## config.mk

```make
export PLATFORM = sky130hd
export DESIGN_NAME = drfpt_core
export DESIGN_NICKNAME = d
export VERILOG_FILES = /design/src/hdl/drfpt_pkg.sv /design/src/hdl/drfpt_core.sv
export VERILOG_INCLUDE_DIRS = /design/src /design/src/hdl
export SDC_FILE = /design/constraint.sdc
export NUM_CORES = 1
export LEC_CHECK = 0
export ABC_AREA = 1
export BUFFER_PORTS_ARGS = -buffer_cell sky130_fd_sc_hd__buf_4
export CAP_MARGIN = 20
export CORE_UTILIZATION = 50
export CTS_BUF_LIST = sky130_fd_sc_hd__clkbuf_8
export DETAILED_ROUTE_END_ITERATION = 16
export PLACE_DENSITY = 0.68
export SYNTH_ARGS = -nofsm -noshare
export SYNTH_HDL_FRONTEND = slang
export SYNTH_SLANG_ARGS = --single-unit
```

## constraint.sdc

```tcl
create_clock -name clk -period 6.4 [get_ports clk]
set_input_delay 0.64 -clock clk [delete_from_list [all_inputs] [get_ports clk]]
set_output_delay 0.64 -clock clk [all_outputs]
set_load 0.05 [all_outputs]
```

## src/hdl/drfpt_map.svh

```systemverilog
// Register offsets, field ranges, write masks and reset values of the refresh and power block.
// Assumes a 32-bit APB with byte addresses, one aligned word per register.
`ifndef DRFPT_MAP_SVH
`define DRFPT_MAP_SVH
`define DRFPT_OFS_CSBANK 8'h00
`define DRFPT_OFS_REFRESH 8'h04
`define DRFPT_OFS_POWER 8'h08
`define DRFPT_OFS_SPACE0 8'h0C
`define DRFPT_OFS_SPACE1 8'h10
`define DRFPT_OFS_SHIFT 8'h14
`define DRFPT_OFS_STATUS 8'h18
`define DRFPT_RST_WORD 32'h0000_0000
`define DRFPT_MSK_CSBANK 32'h0000_01C7
`define DRFPT_MSK_REFRESH 32'h07FF_FFFF
`define DRFPT_MSK_POWER 32'h007F_FFFC
`define DRFPT_MSK_SPACE0 32'hFFFF_FFFF
`define DRFPT_MSK_SPACE1 32'h7FFF_FFFF
`define DRFPT_MSK_SHIFT 32'h001F_1F00
`define DRFPT_F_CSMSK 8:6
`define DRFPT_F_BNKMSK 2:0
`define DRFPT_F_MAXREF 26:24
`define DRFPT_F_REFSP 23:16
`define DRFPT_F_REFINT 15:0
`define DRFPT_B_PCHONLY 22
`define DRFPT_F_SRDLY 21:12
`define DRFPT_F_PDDLY 11:4
`define DRFPT_B_ASREN 3
`define DRFPT_B_APDEN 2
`define DRFPT_F_RMW 31:28
`define DRFPT_F_R2W 27:24
`define DRFPT_F_W2WCS 23:20
`define DRFPT_F_W2W 19:16
`define DRFPT_F_R2RCS 15:12
`define DRFPT_F_R2R 11:8
`define DRFPT_F_W2RCS 7:4
`define DRFPT_F_W2R 3:0
`define DRFPT_B_SREXHI 30
`define DRFPT_B_W2RCSHI 28
`define DRFPT_B_W2RHI 27
`define DRFPT_F_PDEXIT 25:20
`define DRFPT_F_PDMIN 19:16
`define DRFPT_F_SREXIT 15:8
`define DRFPT_F_SRMIN 7:0
`define DRFPT_F_CSSH 20:16
`define DRFPT_F_BNKSH 12:8
`define DRFPT_F_STPEND 2:0
`define DRFPT_B_STBLOCK 3
`define DRFPT_B_STOPEN 4
`define DRFPT_F_STSTATE 10:8
`define DRFPT_PD_UNIT_LOG2 2
`define DRFPT_SR_UNIT_LOG2 10
`endif

```

## src/hdl/drfpt_pkg.sv

```systemverilog
// Types shared by the refresh and power block and its surroundings.
// Assumes nothing beyond a SystemVerilog compiler.
package drfpt_pkg;
   typedef enum logic [3:0] {
      CMD_NONE, CMD_READ, CMD_WRITE, CMD_REFRESH, CMD_PRE_ALL,
      CMD_PD_ENTER, CMD_PD_EXIT, CMD_SR_ENTER, CMD_SR_EXIT
   } drfpt_cmd_t;
   typedef enum logic [2:0] {
      PS_RUN, PS_PD, PS_PD_EXIT, PS_SR, PS_SR_EXIT
   } drfpt_pstate_t;
endpackage

```

## src/hdl/drfpt_core.sv

```systemverilog
// DDR2 command scheduler core: refresh scheduling, automatic power saving, command spacing.
// Assumes an APB master, a requester that holds its request until done, one 40 MHz clock.
// Functional notes
// - Chip select is the shifted user address ANDed with the chip-select mask.
// - Bank is the shifted user address ANDed with the bank mask.
// - Pending refreshes never exceed the programmed maximum.
// - When idle, pending refreshes issue one after another, each held to the refresh spacing, until a request.
// - At the pending maximum, requests wait until the pending refreshes drain.
// - Refresh commands are spaced by at least the refresh spacing field.
// - Refreshes fall due on average once per programmed interval count.
// - Precharge-only bit forces precharging open rows before power-down.
// - Self-refresh entry waits for idle time of delay times 1024 clocks.
// - Power-down entry waits for idle time of delay times four clocks.
// - Automatic self-refresh happens only when its enable bit is one.
// - Automatic power-down happens only when its enable bit is one.
// - Read-modify-write keeps its read and write apart by the gap.
// - Read then write keeps the read-to-write gap for any chip select.
// - Write then write keeps same or cross chip-select gap.
// - Read then read keeps same or cross chip-select gap.
// - Write then read keeps same or cross chip-select gap.
// - Unused bits read zero except bits 29 and 26 of command_spacing_config1; configuration resets to zero.
// - Power-down keeps its minimum stay and its exit delay.
// - Self-refresh keeps its minimum stay and its nine-bit exit delay.
`timescale 1ns/10ps
`include "drfpt_map.svh"
module drfpt_core
#(
   parameter int ADDR_W = 8,
   parameter int GAP_W = 5,
   parameter int IDLE_W = 20
)
(
   input wire logic clk,
   input wire logic arst_n,
   input wire logic psel,
   input wire logic penable,
   input wire logic pwrite,
   input wire logic [ADDR_W-1:0] paddr,
   input wire logic [31:0] pwdata,
   output logic [31:0] prdata,
   output logic pready,
   output logic pslverr,
   input wire logic req_valid,
   input wire logic req_write,
   input wire logic req_rmw,
   input wire logic [31:0] req_addr,
   output logic req_done,
   output logic cmd_valid,
   output drfpt_pkg::drfpt_cmd_t cmd_code,
   output logic [2:0] cmd_cs,
   output logic [2:0] cmd_bank,
   output logic mem_cke
);
   import drfpt_pkg::*;

   // ************************************************************
   // Register file
   // ************************************************************
   localparam int NCFG = 6;
   localparam int UNMAPPED = 7;
   localparam logic [31:0] WMASK [0:NCFG-1] = '{
      `DRFPT_MSK_CSBANK, `DRFPT_MSK_REFRESH, `DRFPT_MSK_POWER,
      `DRFPT_MSK_SPACE0, `DRFPT_MSK_SPACE1, `DRFPT_MSK_SHIFT
   };
   localparam logic [2:0] IDX_STATUS = 3'(`DRFPT_OFS_STATUS >> 2);

   // Offsets are four times the index, so the decode is a plain slice.
   function automatic logic [2:0] reg_index(input logic [ADDR_W-1:0] a);
      logic [2:0] idx;
      idx = a[4:2];
      if (a[1:0] != 2'b00 || (a >> 5) != '0 || idx > IDX_STATUS)
      begin
         idx = 3'(UNMAPPED);
      end
      return idx;
   endfunction

   function automatic logic [GAP_W-1:0] bump(input logic [GAP_W-1:0] v);
      return (v == '1) ? v : v + 1'b1;
   endfunction

   logic [31:0] cfg [0:NCFG-1];
   wire apb_setup = psel & ~penable;
   wire bus_write = psel & penable & pready & pwrite;
   wire [2:0] sel_idx = reg_index(paddr);

   generate
      for (genvar i = 0; i < NCFG; i++)
      begin : g_cfg
         always_ff @(posedge clk or negedge arst_n)
         begin
            if (!arst_n)
               cfg[i] <= `DRFPT_RST_WORD;
            else if (bus_write && sel_idx == 3'(i))
               cfg[i] <= pwdata & WMASK[i];
         end
      end
   endgenerate

   wire [31:0] chip_select_bank_mask_config = cfg[0];
   wire [31:0] refresh_config = cfg[1];
   wire [31:0] power_save_config = cfg[2];
   wire [31:0] command_spacing_config0 = cfg[3];
   wire [31:0] command_spacing_config1 = cfg[4];
   wire [31:0] address_shift_config = cfg[5];

   // ************************************************************
   // Field extraction
   // ************************************************************
   wire [2:0] chip_select_mask = chip_select_bank_mask_config[`DRFPT_F_CSMSK];
   wire [2:0] bank_mask = chip_select_bank_mask_config[`DRFPT_F_BNKMSK];
   wire [4:0] chip_select_shift = address_shift_config[`DRFPT_F_CSSH];
   wire [4:0] bank_shift = address_shift_config[`DRFPT_F_BNKSH];
   wire [2:0] max_pending_refresh = refresh_config[`DRFPT_F_MAXREF];
   wire [7:0] refresh_min_spacing = refresh_config[`DRFPT_F_REFSP];
   wire [15:0] refresh_interval_count = refresh_config[`DRFPT_F_REFINT];
   wire precharge_only_powerdown = power_save_config[`DRFPT_B_PCHONLY];
   wire [9:0] selfrefresh_idle_delay = power_save_config[`DRFPT_F_SRDLY];
   wire [7:0] powerdown_idle_delay = power_save_config[`DRFPT_F_PDDLY];
   wire auto_selfrefresh_enable = power_save_config[`DRFPT_B_ASREN];
   wire auto_powerdown_enable = power_save_config[`DRFPT_B_APDEN];
   wire [GAP_W-1:0] rmw_read_write_gap = GAP_W'(command_spacing_config0[`DRFPT_F_RMW]);
   wire [GAP_W-1:0] read_write_gap = GAP_W'(command_spacing_config0[`DRFPT_F_R2W]);
   wire [GAP_W-1:0] write_write_cross_cs_gap = GAP_W'(command_spacing_config0[`DRFPT_F_W2WCS]);
   wire [GAP_W-1:0] write_write_gap = GAP_W'(command_spacing_config0[`DRFPT_F_W2W]);
   wire [GAP_W-1:0] read_read_cross_cs_gap = GAP_W'(command_spacing_config0[`DRFPT_F_R2RCS]);
   wire [GAP_W-1:0] read_read_gap = GAP_W'(command_spacing_config0[`DRFPT_F_R2R]);
   wire [GAP_W-1:0] write_read_cross_cs_gap = GAP_W'({
      command_spacing_config1[`DRFPT_B_W2RCSHI], command_spacing_config0[`DRFPT_F_W2RCS]});
   wire [GAP_W-1:0] write_read_gap = GAP_W'({
      command_spacing_config1[`DRFPT_B_W2RHI], command_spacing_config0[`DRFPT_F_W2R]});
   wire [8:0] powerdown_exit_gap = 9'(command_spacing_config1[`DRFPT_F_PDEXIT]);
   wire [8:0] powerdown_min_stay = 9'(command_spacing_config1[`DRFPT_F_PDMIN]);
   wire [8:0] selfrefresh_exit_gap = {
      command_spacing_config1[`DRFPT_B_SREXHI], command_spacing_config1[`DRFPT_F_SREXIT]};
   wire [8:0] selfrefresh_min_stay = 9'(command_spacing_config1[`DRFPT_F_SRMIN]);

   // ************************************************************
   // Scheduler state
   // ************************************************************
   drfpt_pstate_t pstate, next_state;
   drfpt_cmd_t next_cmd;
   logic [GAP_W-1:0] since_rd, since_wr;
   logic [7:0] since_ref;
   logic [2:0] last_rd_cs, last_wr_cs;
   logic [15:0] ref_cnt;
   logic [2:0] pending;
   logic ref_block;
   logic rows_open;
   logic rmw_wr;
   logic [IDLE_W-1:0] idle_cnt;
   logic [8:0] st_cnt;

   wire [31:0] cs_shifted = req_addr >> chip_select_shift;
   wire [2:0] req_cs = cs_shifted[2:0] & chip_select_mask;
   wire [31:0] bank_shifted = req_addr >> bank_shift;
   wire [2:0] req_bank = bank_shifted[2:0] & bank_mask;

   // ************************************************************
   // Command spacing
   // ************************************************************
   wire is_wr = rmw_wr | (req_write & ~req_rmw);
   wire same_wr_cs = (req_cs == last_wr_cs);
   wire same_rd_cs = (req_cs == last_rd_cs);
   wire ok_w2r = since_wr >= (same_wr_cs ? write_read_gap : write_read_cross_cs_gap);
   wire ok_r2r = since_rd >= (same_rd_cs ? read_read_gap : read_read_cross_cs_gap);
   wire ok_r2w = since_rd >= read_write_gap;
   wire ok_rmw = ~rmw_wr | (since_rd >= rmw_read_write_gap);
   wire ok_w2w = since_wr >= (same_wr_cs ? write_write_gap : write_write_cross_cs_gap);
   wire user_ok = is_wr ? (ok_r2w & ok_rmw & ok_w2w) : (ok_w2r & ok_r2r);

   // ************************************************************
   // Refresh scheduling
   // ************************************************************
   // The interval counter stops in self-refresh, where the memory refreshes itself.
   wire ref_run = (pstate != PS_SR) && (refresh_interval_count != 16'h0000);
   wire ref_tick = ref_run && (ref_cnt >= refresh_interval_count - 16'h0001);
   wire [15:0] next_ref_cnt = ref_tick ? 16'h0000 : (ref_run ? ref_cnt + 16'h0001 : ref_cnt);
   wire pend_inc = ref_tick && (pending < max_pending_refresh);
   wire pend_dec = (next_cmd == CMD_REFRESH);
   wire [2:0] pend_sum = pending + {2'b00, pend_inc} - {2'b00, pend_dec};
   wire [2:0] next_pending = (pend_sum > max_pending_refresh) ? max_pending_refresh : pend_sum;
   // hold requests at the maximum until drained
   wire at_max = (next_pending == max_pending_refresh) && (max_pending_refresh != 3'b000);
   wire next_ref_block = at_max | (ref_block & (next_pending != 3'b000));
   wire ref_spaced = since_ref >= refresh_min_spacing;
   wire can_ref = (pending != 3'b000) && ref_spaced && (~req_valid | ref_block);

   // ************************************************************
   // Idle tracking and power saving decisions
   // ************************************************************
   wire idle_now = ~req_valid && (pending == 3'b000) && ~rmw_wr;
   wire [IDLE_W-1:0] next_idle = idle_now ? ((idle_cnt == '1) ? idle_cnt : idle_cnt + 1'b1) : '0;
   wire [IDLE_W-1:0] pd_thr = IDLE_W'(powerdown_idle_delay) << `DRFPT_PD_UNIT_LOG2;
   wire [IDLE_W-1:0] sr_thr = IDLE_W'(selfrefresh_idle_delay) << `DRFPT_SR_UNIT_LOG2;
   wire sr_go = auto_selfrefresh_enable && (selfrefresh_idle_delay != 10'h000)
      && (idle_cnt >= sr_thr);
   wire pd_go = auto_powerdown_enable && (powerdown_idle_delay != 8'h00)
      && (idle_cnt >= pd_thr);
   // precharge-only power-down; self-refresh always closes rows first
   wire need_pre = rows_open && (sr_go || precharge_only_powerdown);
   wire pd_wake = req_valid || (pending != 3'b000) || sr_go;

   // ************************************************************
   // Power state machine and command choice
   // ************************************************************
   always_comb
   begin
      next_state = pstate;
      next_cmd = CMD_NONE;
      unique case (pstate)
         PS_RUN:
         begin
            if (can_ref)
               next_cmd = rows_open ? CMD_PRE_ALL : CMD_REFRESH;
            else if (req_valid)
            begin
               // The requester still holds a finished request during its done cycle.
               if (!ref_block && user_ok && !req_done)
                  next_cmd = is_wr ? CMD_WRITE : CMD_READ;
            end
            else if (sr_go || pd_go)
            begin
               if (need_pre)
                  next_cmd = CMD_PRE_ALL;
               else if (sr_go)
               begin
                  next_cmd = CMD_SR_ENTER;
                  next_state = PS_SR;
               end
               else
               begin
                  next_cmd = CMD_PD_ENTER;
                  next_state = PS_PD;
               end
            end
         end
         PS_PD:
         begin
            if (pd_wake && st_cnt >= powerdown_min_stay)
            begin
               next_cmd = CMD_PD_EXIT;
               next_state = PS_PD_EXIT;
            end
         end
         PS_PD_EXIT:
         begin
            if (st_cnt >= powerdown_exit_gap)
               next_state = PS_RUN;
         end
         PS_SR:
         begin
            if (req_valid && st_cnt >= selfrefresh_min_stay)
            begin
               next_cmd = CMD_SR_EXIT;
               next_state = PS_SR_EXIT;
            end
         end
         PS_SR_EXIT:
         begin
            if (st_cnt >= selfrefresh_exit_gap)
               next_state = PS_RUN;
         end
         default:
         begin
            next_state = PS_RUN;
         end
      endcase
   end

   wire issue_rd = (next_cmd == CMD_READ);
   wire issue_wr = (next_cmd == CMD_WRITE);
   wire state_move = (next_state != pstate);
   wire [8:0] next_st_cnt = state_move ? 9'h001 : ((st_cnt == 9'h1FF) ? st_cnt : st_cnt + 9'h001);
   wire next_rows_open = (issue_rd | issue_wr) | (rows_open & (next_cmd != CMD_PRE_ALL));
   wire next_rmw_wr = (issue_rd & req_rmw & ~rmw_wr) | (rmw_wr & ~issue_wr);
   wire next_cke = (next_state != PS_PD) && (next_state != PS_SR);

   // Counters restart at one so that a gap of N lets the next command go N clocks later.
   always_ff @(posedge clk or negedge arst_n)
   begin
      if (!arst_n)
      begin
         since_rd <= '1;
         since_wr <= '1;
         since_ref <= 8'hFF;
      end
      else
      begin
         since_rd <= issue_rd ? GAP_W'(1) : bump(since_rd);
         since_wr <= issue_wr ? GAP_W'(1) : bump(since_wr);
         since_ref <= pend_dec ? 8'h01 : ((since_ref == 8'hFF) ? since_ref : since_ref + 8'h01);
      end
   end

   always_ff @(posedge clk or negedge arst_n)
   begin
      if (!arst_n)
      begin
         last_rd_cs <= 3'b000;
         last_wr_cs <= 3'b000;
      end
      else
      begin
         if (issue_rd)
            last_rd_cs <= req_cs;
         if (issue_wr)
            last_wr_cs <= req_cs;
      end
   end

   always_ff @(posedge clk or negedge arst_n)
   begin
      if (!arst_n)
      begin
         ref_cnt <= 16'h0000;
         pending <= 3'b000;
         ref_block <= 1'b0;
         idle_cnt <= '0;
      end
      else
      begin
         ref_cnt <= next_ref_cnt;
         pending <= next_pending;
         ref_block <= next_ref_block;
         idle_cnt <= next_idle;
      end
   end

   always_ff @(posedge clk or negedge arst_n)
   begin
      if (!arst_n)
      begin
         pstate <= PS_RUN;
         st_cnt <= 9'h000;
         rows_open <= 1'b0;
         rmw_wr <= 1'b0;
      end
      else
      begin
         pstate <= next_state;
         st_cnt <= next_st_cnt;
         rows_open <= next_rows_open;
         rmw_wr <= next_rmw_wr;
      end
   end

   // ************************************************************
   // Outputs
   // ************************************************************
   always_ff @(posedge clk or negedge arst_n)
   begin
      if (!arst_n)
      begin
         cmd_valid <= 1'b0;
         cmd_code <= CMD_NONE;
         cmd_cs <= 3'b000;
         cmd_bank <= 3'b000;
         req_done <= 1'b0;
         mem_cke <= 1'b1;
      end
      else
      begin
         cmd_valid <= (next_cmd != CMD_NONE);
         cmd_code <= next_cmd;
         cmd_cs <= (issue_rd | issue_wr) ? req_cs : 3'b000;
         cmd_bank <= (issue_rd | issue_wr) ? req_bank : 3'b000;
         req_done <= (issue_rd & ~req_rmw) | issue_wr;
         mem_cke <= next_cke;
      end
   end

   // ************************************************************
   // APB read path
   // ************************************************************
   wire [31:0] status_word = {21'h00_0000, 3'(pstate), 3'b000, rows_open, ref_block, pending};
   wire [31:0] rd_value = (sel_idx == IDX_STATUS) ? status_word :
      (sel_idx < 3'(NCFG)) ? cfg[sel_idx] : 32'h0000_0000;

   // The slave answers in the first access cycle, so pready is a registered setup flag.
   always_ff @(posedge clk or negedge arst_n)
   begin
      if (!arst_n)
      begin
         pready <= 1'b0;
         prdata <= 32'h0000_0000;
         pslverr <= 1'b0;
      end
      else
      begin
         pready <= apb_setup;
         prdata <= (apb_setup & ~pwrite) ? rd_value : 32'h0000_0000;
         pslverr <= apb_setup & (sel_idx == 3'(UNMAPPED));
      end
   end
endmodule

```

==> tab_implementation.tex, run 1 <==
\begin{tabular}{lr}
\hline
Metric & Value \\
\hline
\multicolumn{2}{l}{\textbf{Outcome}} \\
\quad Result of the run & completed \\
\multicolumn{2}{l}{\textbf{CTS}} \\
\quad CTS Hold Bufs & 0 \\
\quad Post\_cts resized & 0 \\
\quad CTS H-tree depth & 2 \\
\quad Clock Path Buffers & 3 \\
\quad TritonCTS clock tree & done \\
\quad Number of clock buffers inserted by TritonCTS & 45 \\
\quad Skew-Pair Late Insertion Delay & between 600 and 700 ps \\
\quad Clock root buffer & clkbuf\_8 \\
\quad Clock transition at the register clock pins on the worst setup and hold paths after CTS & 60 ps \\
\quad Number of setup buffers added after CTS & 0 \\
\quad Sink Count & $\sim$250 \\
\multicolumn{2}{l}{\textbf{Pwr}} \\
\quad Combinational power share & 0.108 \\
\quad P\_int & approximately 2.6 mW \\
\quad Switching component of the power & just under 1 mW \\
\quad Leakage power & 9.06 nW \\
\quad Share of total power in sequential cells & 0.467 \\
\quad Power per cell area & 194 mW/mm\^{}2 \\
\quad Proportion of total power due to net switching & 0.276 \\
\quad Fraction of power consumed by the clock network & 0.425 \\
\quad Peak supply drop & 0.136 mV \\
\multicolumn{2}{l}{\textbf{Global route}} \\
\quad Antenna violations before repair & 2 \\
\quad GRT Overall Usage & 0.306 \\
\quad Vias in the first global route & 14.6k \\
\quad Pin count of the biggest net entering global routing & 148 \\
\quad Final global-route overflow total & 0 \\
\quad Wire length of the first global-routing pass & 79500 um \\
\multicolumn{2}{l}{\textbf{Layout}} \\
\quad Synth-to-Final Area Change & 12.8\% \\
\quad Fraction of layout cells with a size suffix above 1 & 0.139 \\
\quad NumNets Final & $\sim$2.4k \\
\quad Final core utilization & 0.578 \\
\quad Antenna diodes & 0 \\
\quad Commonest cells after routing, fill and taps aside & nand2\_1 (464), inv\_1 (336), dfrtp\_1 (233) \\
\quad Number of inserted filler cells in the final layout & between 3k and 4k \\
\quad Most common library cell in the layout ignoring fill and taps & nand2\_1 \\
\multicolumn{2}{l}{\textbf{Route}} \\
\quad Total iterations of the first detailed-routing run & 6 \\
\quad Via total after detailed routing & 15.3k \\
\quad Vias per inst & 5.62 \\
\quad Number of remaining DRC errors & 0 \\
\quad Total wire length after detailed routing & 50500 um \\
\quad Detailed-route wire length per cell & 18.5 um \\
\quad 1st-iter DRT viols & 1240 \\
\quad Post-route ant nets & 0 \\
\multicolumn{2}{l}{\textbf{Synthesis}} \\
\quad Number of instances in the synthesized netlist & approximately 2.1k \\
\quad Fraction of synthesis flops using an asynchronous set or reset pin & 1.00 \\
\quad Synthesized area per cell & 7.62 um\^{}2 \\
\quad Post-synth EDFFs & 0 \\
\quad Synthesized net count & roughly 2.3k \\
\quad Sequential element share of the synthesized area & 0.387 \\
\quad Most used flip-flop cell after synthesis & dfrtp\_1 \\
\quad Synthesized cell area & 0.0163 mm\^{}2 \\
\quad Synth cell types & between 60 and 70 \\
\quad Number of flip-flops and latches in the synthesized netlist & 252 \\
\quad Warnings, synthesis & 0 \\
\multicolumn{2}{l}{\textbf{Timing}} \\
\quad Transition time of the tightest slew-check pin & around 850 ps \\
\quad Max-Slew Margin vs Limit & 0.432 \\
\quad Setup repair after global routing missed its margin & false \\
\quad Setup-violating endpoint count in the final report & 0 \\
\quad Final count of hold timing violations & 0 \\
\quad Share of the clock period used by the worst path & 0.910 \\
\quad Maximum clock rate & roughly 170 MHz \\
\quad Worst setup skew after layout & 50.7 ps \\
\quad Final TNS setup & 0 ps \\
\quad Number of max-slew violations in the final report & 0 \\
\quad Final Critical Period & between 5000 and 6000 ps \\
\multicolumn{2}{l}{\textbf{Setup path}} \\
\quad Worst EP required & 6890 ps \\
\quad Max incr delay on CP & 410 ps \\
\quad Type of the worst setup path & reg -> reg \\
\quad Capturing element type of the critical path & flip-flop \\
\quad Startpoint of the worst setup timing path & refresh\_config[2] \\
\quad Arr. time, crit path & 6320 ps \\
\quad Cell repeated most along the worst path & o21ai\_0 \\
\quad Slowest stage cell on the critical path & dfrtp\_1 \\
\quad Largest fanout on the critical path & 5 \\
\quad Element type at the critical path start & flip-flop \\
\quad Launching point of the worst reg2reg path & refresh\_config[2] \\
\multicolumn{2}{l}{\textbf{Floorplan}} \\
\quad Die W & 183 um \\
\quad Y dimension of the die & between 150 and 200 um \\
\quad Count of boundary I/O pins & 127 \\
\quad Core area & 0.0319 mm\^{}2 \\
\quad Starting density of the core & 0.513 \\
\quad Die area & 0.0334 mm\^{}2 \\
\quad Number of standard-cell rows in the floorplan & 65 \\
\multicolumn{2}{l}{\textbf{Placed design}} \\
\quad Sum of net half-perimeters after detailed placement & 38200 um \\
\quad Count of port buffers added during placement & 126 \\
\quad Final estimated routing congestion in global placement & 0.967 \\
\multicolumn{2}{l}{\textbf{Job}} \\
\quad Number of maximum-capacitance violations & 0 \\
\multicolumn{2}{l}{\textbf{Hold path}} \\
\quad Worst min-delay path class & in -> async \\
\hline
\end{tabular}
-- cells in the mapped netlist (all sizes together) (2+ instances only) --
library cell,n,area [um^2]
o21ai,267,1390
nand3,93,513
and3,2,12.5
nor2,163,693
nor3,45,250
inv,336,1260
a221oi,4,35.0
a31oi,2,12.5
o21a,4,30.0
clkbuf,16,60.1
nand2,495,1970
a211oi,5,37.5
nor3b,3,27.5
nand3b,3,22.5
nor4,8,56.3
xnor2,6,52.6
nand4,53,353
xor2,29,254
o22ai,14,87.6
dfstp,19,499
dfrtp,233,5830
or2,8,50.1
o221ai,12,105
mux2i,6,60.1
a22oi,6,45.0
a311oi,6,52.6
ha,108,1350
o2111ai,9,78.8
a21oi,112,591
buf,51,343
o211ai,19,148
-- sequential cells by signal, summed over array words and instances (netlist names), 4 cells and up --
signal,cells
since_wr,5
address_shift_config,10
chip_select_bank_mask_config,6
refresh_config,27
command_spacing_config0,32
command_spacing_config1,31
st_cnt,9
idle_cnt,20
cmd_code,4
since_rd,5
since_ref,8
prdata,32
ref_cnt,16
power_save_config,21
-- cells by family after synthesis --
kind of cell               after synthesis  share of synthesized area
and+or+nand+nor                        874                      0.242
adders and majority gates              109                     0.0839
DFF                                    252                      0.387
AOI/OAI and AO/OA                      464                      0.162
buffers and inverters                  403                      0.102
muxes                                    7                    0.00436
xor gates and xnor gates                35                     0.0188
-- final cells by class --
cell class              count  area (um^2)  area share
flip-flops and latches    252         6330       0.343
repair buffers            135         1030      0.0561
well taps                 435          544      0.0295
inverters                 336         1260      0.0686
multi-input cells        1489         8360       0.453
clock inverters            27          160     0.00869
clock buffers              54          743      0.0403
-- metal layers --
| layer | global-route usage | up-vias | routed length (um) |
|---|---|---|---|
| met4 | 0.134 | 2 | 2060 |
| met2 | 0.493 | 609 | 23000 |
| met1 | 0.407 | 7256 | 21600 |
| li1 | - | 7319 | - |
| met5 | 0 | - | 11 |
| met3 | 0.0528 | 140 | 3890 |
-- power groups by stage --
stage | sequential (mW) | combinational [mW] | clock [mW]
after global routing | 1.67 | 0.440 | 1.62
final | 1.67 | 0.387 | 1.52
after floorplan | 1.68 | 0.229 | 0
after global placement | 1.69 | 0.374 | 0
after CTS | 1.67 | 0.387 | 1.55
after detailed placement | 1.70 | 0.385 | 0
-- critical path: cells and delay by family, from the launching register on --
kind / cells / cell delay [ps]
adders and majority gates: 5 / 1470
xor gates and xnor gates: 2 / 300
DFF: 1 / 410
AOI/OAI and AO/OA: 7 / 1140
and+or+nand+nor: 13 / 1900
buffers and inverters: 5 / 500
-- stage by stage --
step	std cells	worst slack, ps	area (um^2)	power (mW)	hold WS, ps
3_3_place_gp	2647	807	17500	2.07	467
2_1_floorplan	2144	1220	16300	1.91	344
6_report	2728	574	18400	3.57	60.6
3_5_place_dp	2647	543	17500	2.08	474
5_1_grt	2728	17.1	18400	3.73	146
4_1_cts	2728	472	18400	3.61	114
-- path summary, 6_finish.rpt --
kind,end,slack [ps],depth (start not counted)
hold / removal,prdata[11],60,1
max in group asynchronous,idle_cnt[0],5020,2
setup reg to reg,ref_block,570,32
setup / recovery,ref_block,570,32
hold reg to reg,command_spacing_config0[9],490,2
min in group clk,pslverr,200,2
(Power assumes the default switching activity.)
==> inputs of run 2 (changes only) <==
Settings changed: GPL_TIMING_DRIVEN set to 0, PLACE_DENSITY 0.68 to 0.7.
==> run 2 against run 1 <==
Against the previous run:
- sequential power barely moved
- final area rose by 2.3%
- clock skew down 29 ps
- via count increased by 2.0%
- setup slack worse by 120 ps
- core utilization is 1.4 points higher
- fmax fell by 2.1%
- power rose by 2.2%
- critical path type unchanged
- critical endpoint unchanged
- largest cell class unchanged
- largest power group unchanged
- highest routed layer is now met4
==> tab_implementation.tex, run 2 (same netlist as run 1, synthesis figures left out) <==
\begin{tabular}{lr}
\hline
Metric & Value \\
\hline
\multicolumn{2}{l}{\textbf{Global route}} \\
\quad Antenna violations before repair & 0 (-2) \\
\quad GRT Overall Usage & 0.333 (+0.0263) \\
\quad Vias in the first global route & 15.0k (+3.1\%) \\
\quad Wire length of the first global-routing pass & 84500 um (+6.3\%) \\
\quad Pin count of the biggest net entering global routing & 97 (-34\%) \\
\quad Final global-route overflow total & 0 (unchanged) \\
\multicolumn{2}{l}{\textbf{Floorplan}} \\
\quad Starting density of the core & 0.513 (unchanged) \\
\quad Die area & 0.0334 mm\^{}2 (unchanged) \\
\quad Die W & 183 um (unchanged) \\
\quad Count of boundary I/O pins & 127 (unchanged) \\
\quad Core area & 0.0319 mm\^{}2 (unchanged) \\
\quad Y dimension of the die & 183 um (unchanged) \\
\quad Number of standard-cell rows in the floorplan & 65 (unchanged) \\
\multicolumn{2}{l}{\textbf{Timing}} \\
\quad Min setup slack post-route & 451 ps (-123 ps) \\
\quad Worst hold slack across all endpoints & 215 ps (+154 ps) \\
\quad Number of max-slew violations in the final report & 0 (unchanged) \\
\quad Maximum clock rate & 168 MHz (-2.1\%) \\
\quad Transition time of the tightest slew-check pin & 846 ps (-6.26 ps) \\
\quad Final TNS setup & 0 ps (unchanged) \\
\quad Share of the clock period used by the worst path & 0.930 (+0.0192) \\
\quad Worst setup skew after layout & 21.5 ps (-29.2 ps) \\
\quad Max-Slew Margin vs Limit & 0.432 (about the same) \\
\quad Final count of hold timing violations & 0 (unchanged) \\
\quad Setup-violating endpoint count in the final report & 0 (unchanged) \\
\quad Final Critical Period & 5950 ps (+123 ps) \\
\quad Setup repair after global routing missed its margin & false \\
\multicolumn{2}{l}{\textbf{Placed design}} \\
\quad Final estimated routing congestion in global placement & 1.00 (+3.6\%) \\
\quad Post-Place Worst Slack & 35.5 ps (-508 ps) \\
\quad Post-DP Area & 0.0179 mm\^{}2 (+2.1\%) \\
\quad Inst Count DP & 2705 (+2.2\%) \\
\quad Count of port buffers added during placement & 124 (-1.6\%) \\
\quad Sum of net half-perimeters after detailed placement & 42600 um (+11\%) \\
\multicolumn{2}{l}{\textbf{Route}} \\
\quad Post-route ant nets & 0 (unchanged) \\
\quad Detailed-route wire length per cell & 19.5 um (+5.3\%) \\
\quad Vias per inst & 5.60 (-0.26\%) \\
\quad Via total after detailed routing & 15.6k (+2.0\%) \\
\quad Routed length on met2 & 24100 um (+4.9\%) \\
\quad Total wire length after detailed routing & 54400 um (+7.7\%) \\
\quad Number of remaining DRC errors & 0 (unchanged) \\
\quad Total iterations of the first detailed-routing run & 7 (+1) \\
\quad Routed metal-1 wirelength & 23200 um (+7.8\%) \\
\quad Uppermost layer routed & met4 \\
\quad 1st-iter DRT viols & 1407 (+13\%) \\
\quad Met3 WL & 4230 um (+8.7\%) \\
\multicolumn{2}{l}{\textbf{Hold path}} \\
\quad Worst min-delay path class & in -> reg \\
\multicolumn{2}{l}{\textbf{Layout}} \\
\quad Final core utilization & 0.592 (+0.0135) \\
\quad Most common library cell in the layout ignoring fill and taps & nand2\_1 \\
\quad Synth-to-Final Area Change & 15.4\% \\
\quad Commonest cells after routing, fill and taps aside & nand2\_1 (464), inv\_1 (333), dfrtp\_1 (233) \\
\quad NumNets Final & 2509 (+2.5\%) \\
\quad Final Instance Area & 0.0189 mm\^{}2 (+2.3\%) \\
\quad Fraction of layout cells with a size suffix above 1 & 0.155 (+0.0167) \\
\quad Antenna diodes & 0 (unchanged) \\
\quad Final cell count without fillers & 2790 (+2.3\%) \\
\multicolumn{2}{l}{\textbf{CTS}} \\
\quad Sink Count & 252 (unchanged) \\
\quad Clock root buffer & clkbuf\_8 \\
\quad CTS H-tree depth & 2 (unchanged) \\
\quad Number of setup buffers added after CTS & 0 (unchanged) \\
\quad Clock transition at the register clock pins on the worst setup and hold paths after CTS & 60 ps (about the same) \\
\quad Clock Path Buffers & 3 (unchanged) \\
\quad Skew-Pair Late Insertion Delay & 610 ps (about the same) \\
\quad Number of clock buffers inserted by TritonCTS & 47 (+4.4\%) \\
\quad TritonCTS clock tree & done \\
\multicolumn{2}{l}{\textbf{Setup path}} \\
\quad Worst EP required & 6920 ps (+30 ps) \\
\quad Max incr delay on CP & 460 ps (+50 ps) \\
\quad Arr. time, crit path & 6470 ps (+150 ps) \\
\quad Type of the worst setup path & reg -> reg \\
\quad Element type at the critical path start & flip-flop \\
\quad Slowest stage cell on the critical path & dfrtp\_1 \\
\quad Largest fanout on the critical path & 10 (+5) \\
\quad Capturing element type of the critical path & flip-flop \\
\multicolumn{2}{l}{\textbf{Pwr}} \\
\quad Overall power consumption & 3.66 mW (+2.2\%) \\
\quad Combinational power share & 0.110 (+0.002) \\
\quad Switching component of the power & 1.01 mW (+2.4\%) \\
\quad Fraction of power consumed by the clock network & 0.434 (+0.009) \\
\quad P\_int & 2.64 mW (+2.2\%) \\
\quad Peak supply drop & 0.161 mV (+18\%) \\
\quad Proportion of total power due to net switching & 0.277 (+0.000292) \\
\quad Power per cell area & 194 mW/mm\^{}2 (about the same) \\
\quad Share of total power in sequential cells & 0.456 (-0.011) \\
\quad Leakage power & 9.28 nW (+2.5\%) \\
\multicolumn{2}{l}{\textbf{Outcome}} \\
\quad Result of the run & completed \\
\multicolumn{2}{l}{\textbf{Job}} \\
\quad Number of maximum-capacitance violations & 0 (unchanged) \\
\hline
\end{tabular}
-- run 2: cell types whose count changed in the layout (fill, tap and decap cells not counted), sizes merged --
cell and delta:
inv -4, clkinv -2, bufinv -1, clkbuf +24, clkinvlp +2, buf +42, dlygate4sd3 +1
-- run 2: repair_timing --
action	CTS	global route
setup endpoints to repair	1	3
hold buffers	1	0
resized for setup	1	8
endpoints found under the hold margin	5	0
-- run 2: worst paths after layout --
path                                                     to  depth (start not counted)  slack [ps]                        start
max in group asynchronous                      since_ref[4]                          3        4910                       arst_n
worst max register to register                    ref_block                         33         450            refresh_config[2]
min in group asynchronous                           pslverr                          2         590                       arst_n
worst min-delay path                                 pready                          2         210                      penable
worst max-delay path                              ref_block                         33         450            refresh_config[2]
worst min register to register  command_spacing_config0[23]                          2         490  command_spacing_config0[23]
-- run 2: cell type report --
cell class                 instances  area [um^2]
clock buffer                      62          853
tap                              435          544
sequential                       252         6330
inverter                         336         1260
clock inverter                    22          101
fill                            3029        13000
multi-input combinational       1489         8360
timing repair buffer             127         1000
buffer                            67          409
-- run 2: critical path: cells and delay by family, from the launching register on --
kind	cells	cell delay (ps)
adder cells (fa/ha/maj)	5	1470
flip-flops	1	460
AND/OR/NAND/NOR	13	1910
buffers and inverters	6	680
XOR/XNOR	2	340
AO/OA/AOI/OAI	7	970
-- run 2: power groups by stage --
| stage | clock [mW] | combinational, mW | sequential, mW |
|---|---|---|---|
| final | 1.59 | 0.401 | 1.67 |
| after global routing | 1.68 | 0.458 | 1.67 |
| after CTS | 1.61 | 0.398 | 1.67 |
| after detailed placement | 0 | 0.397 | 1.69 |
| after global placement | 0 | 0.378 | 1.70 |
| after floorplan | 0 | 0.229 | 1.68 |
-- run 2: layer usage --
layer	vias up	track usage
met1	7413	0.452
li1	7445	-
met5	-	0
met4	0	0.166
met2	631	0.514
met3	145	0.0554
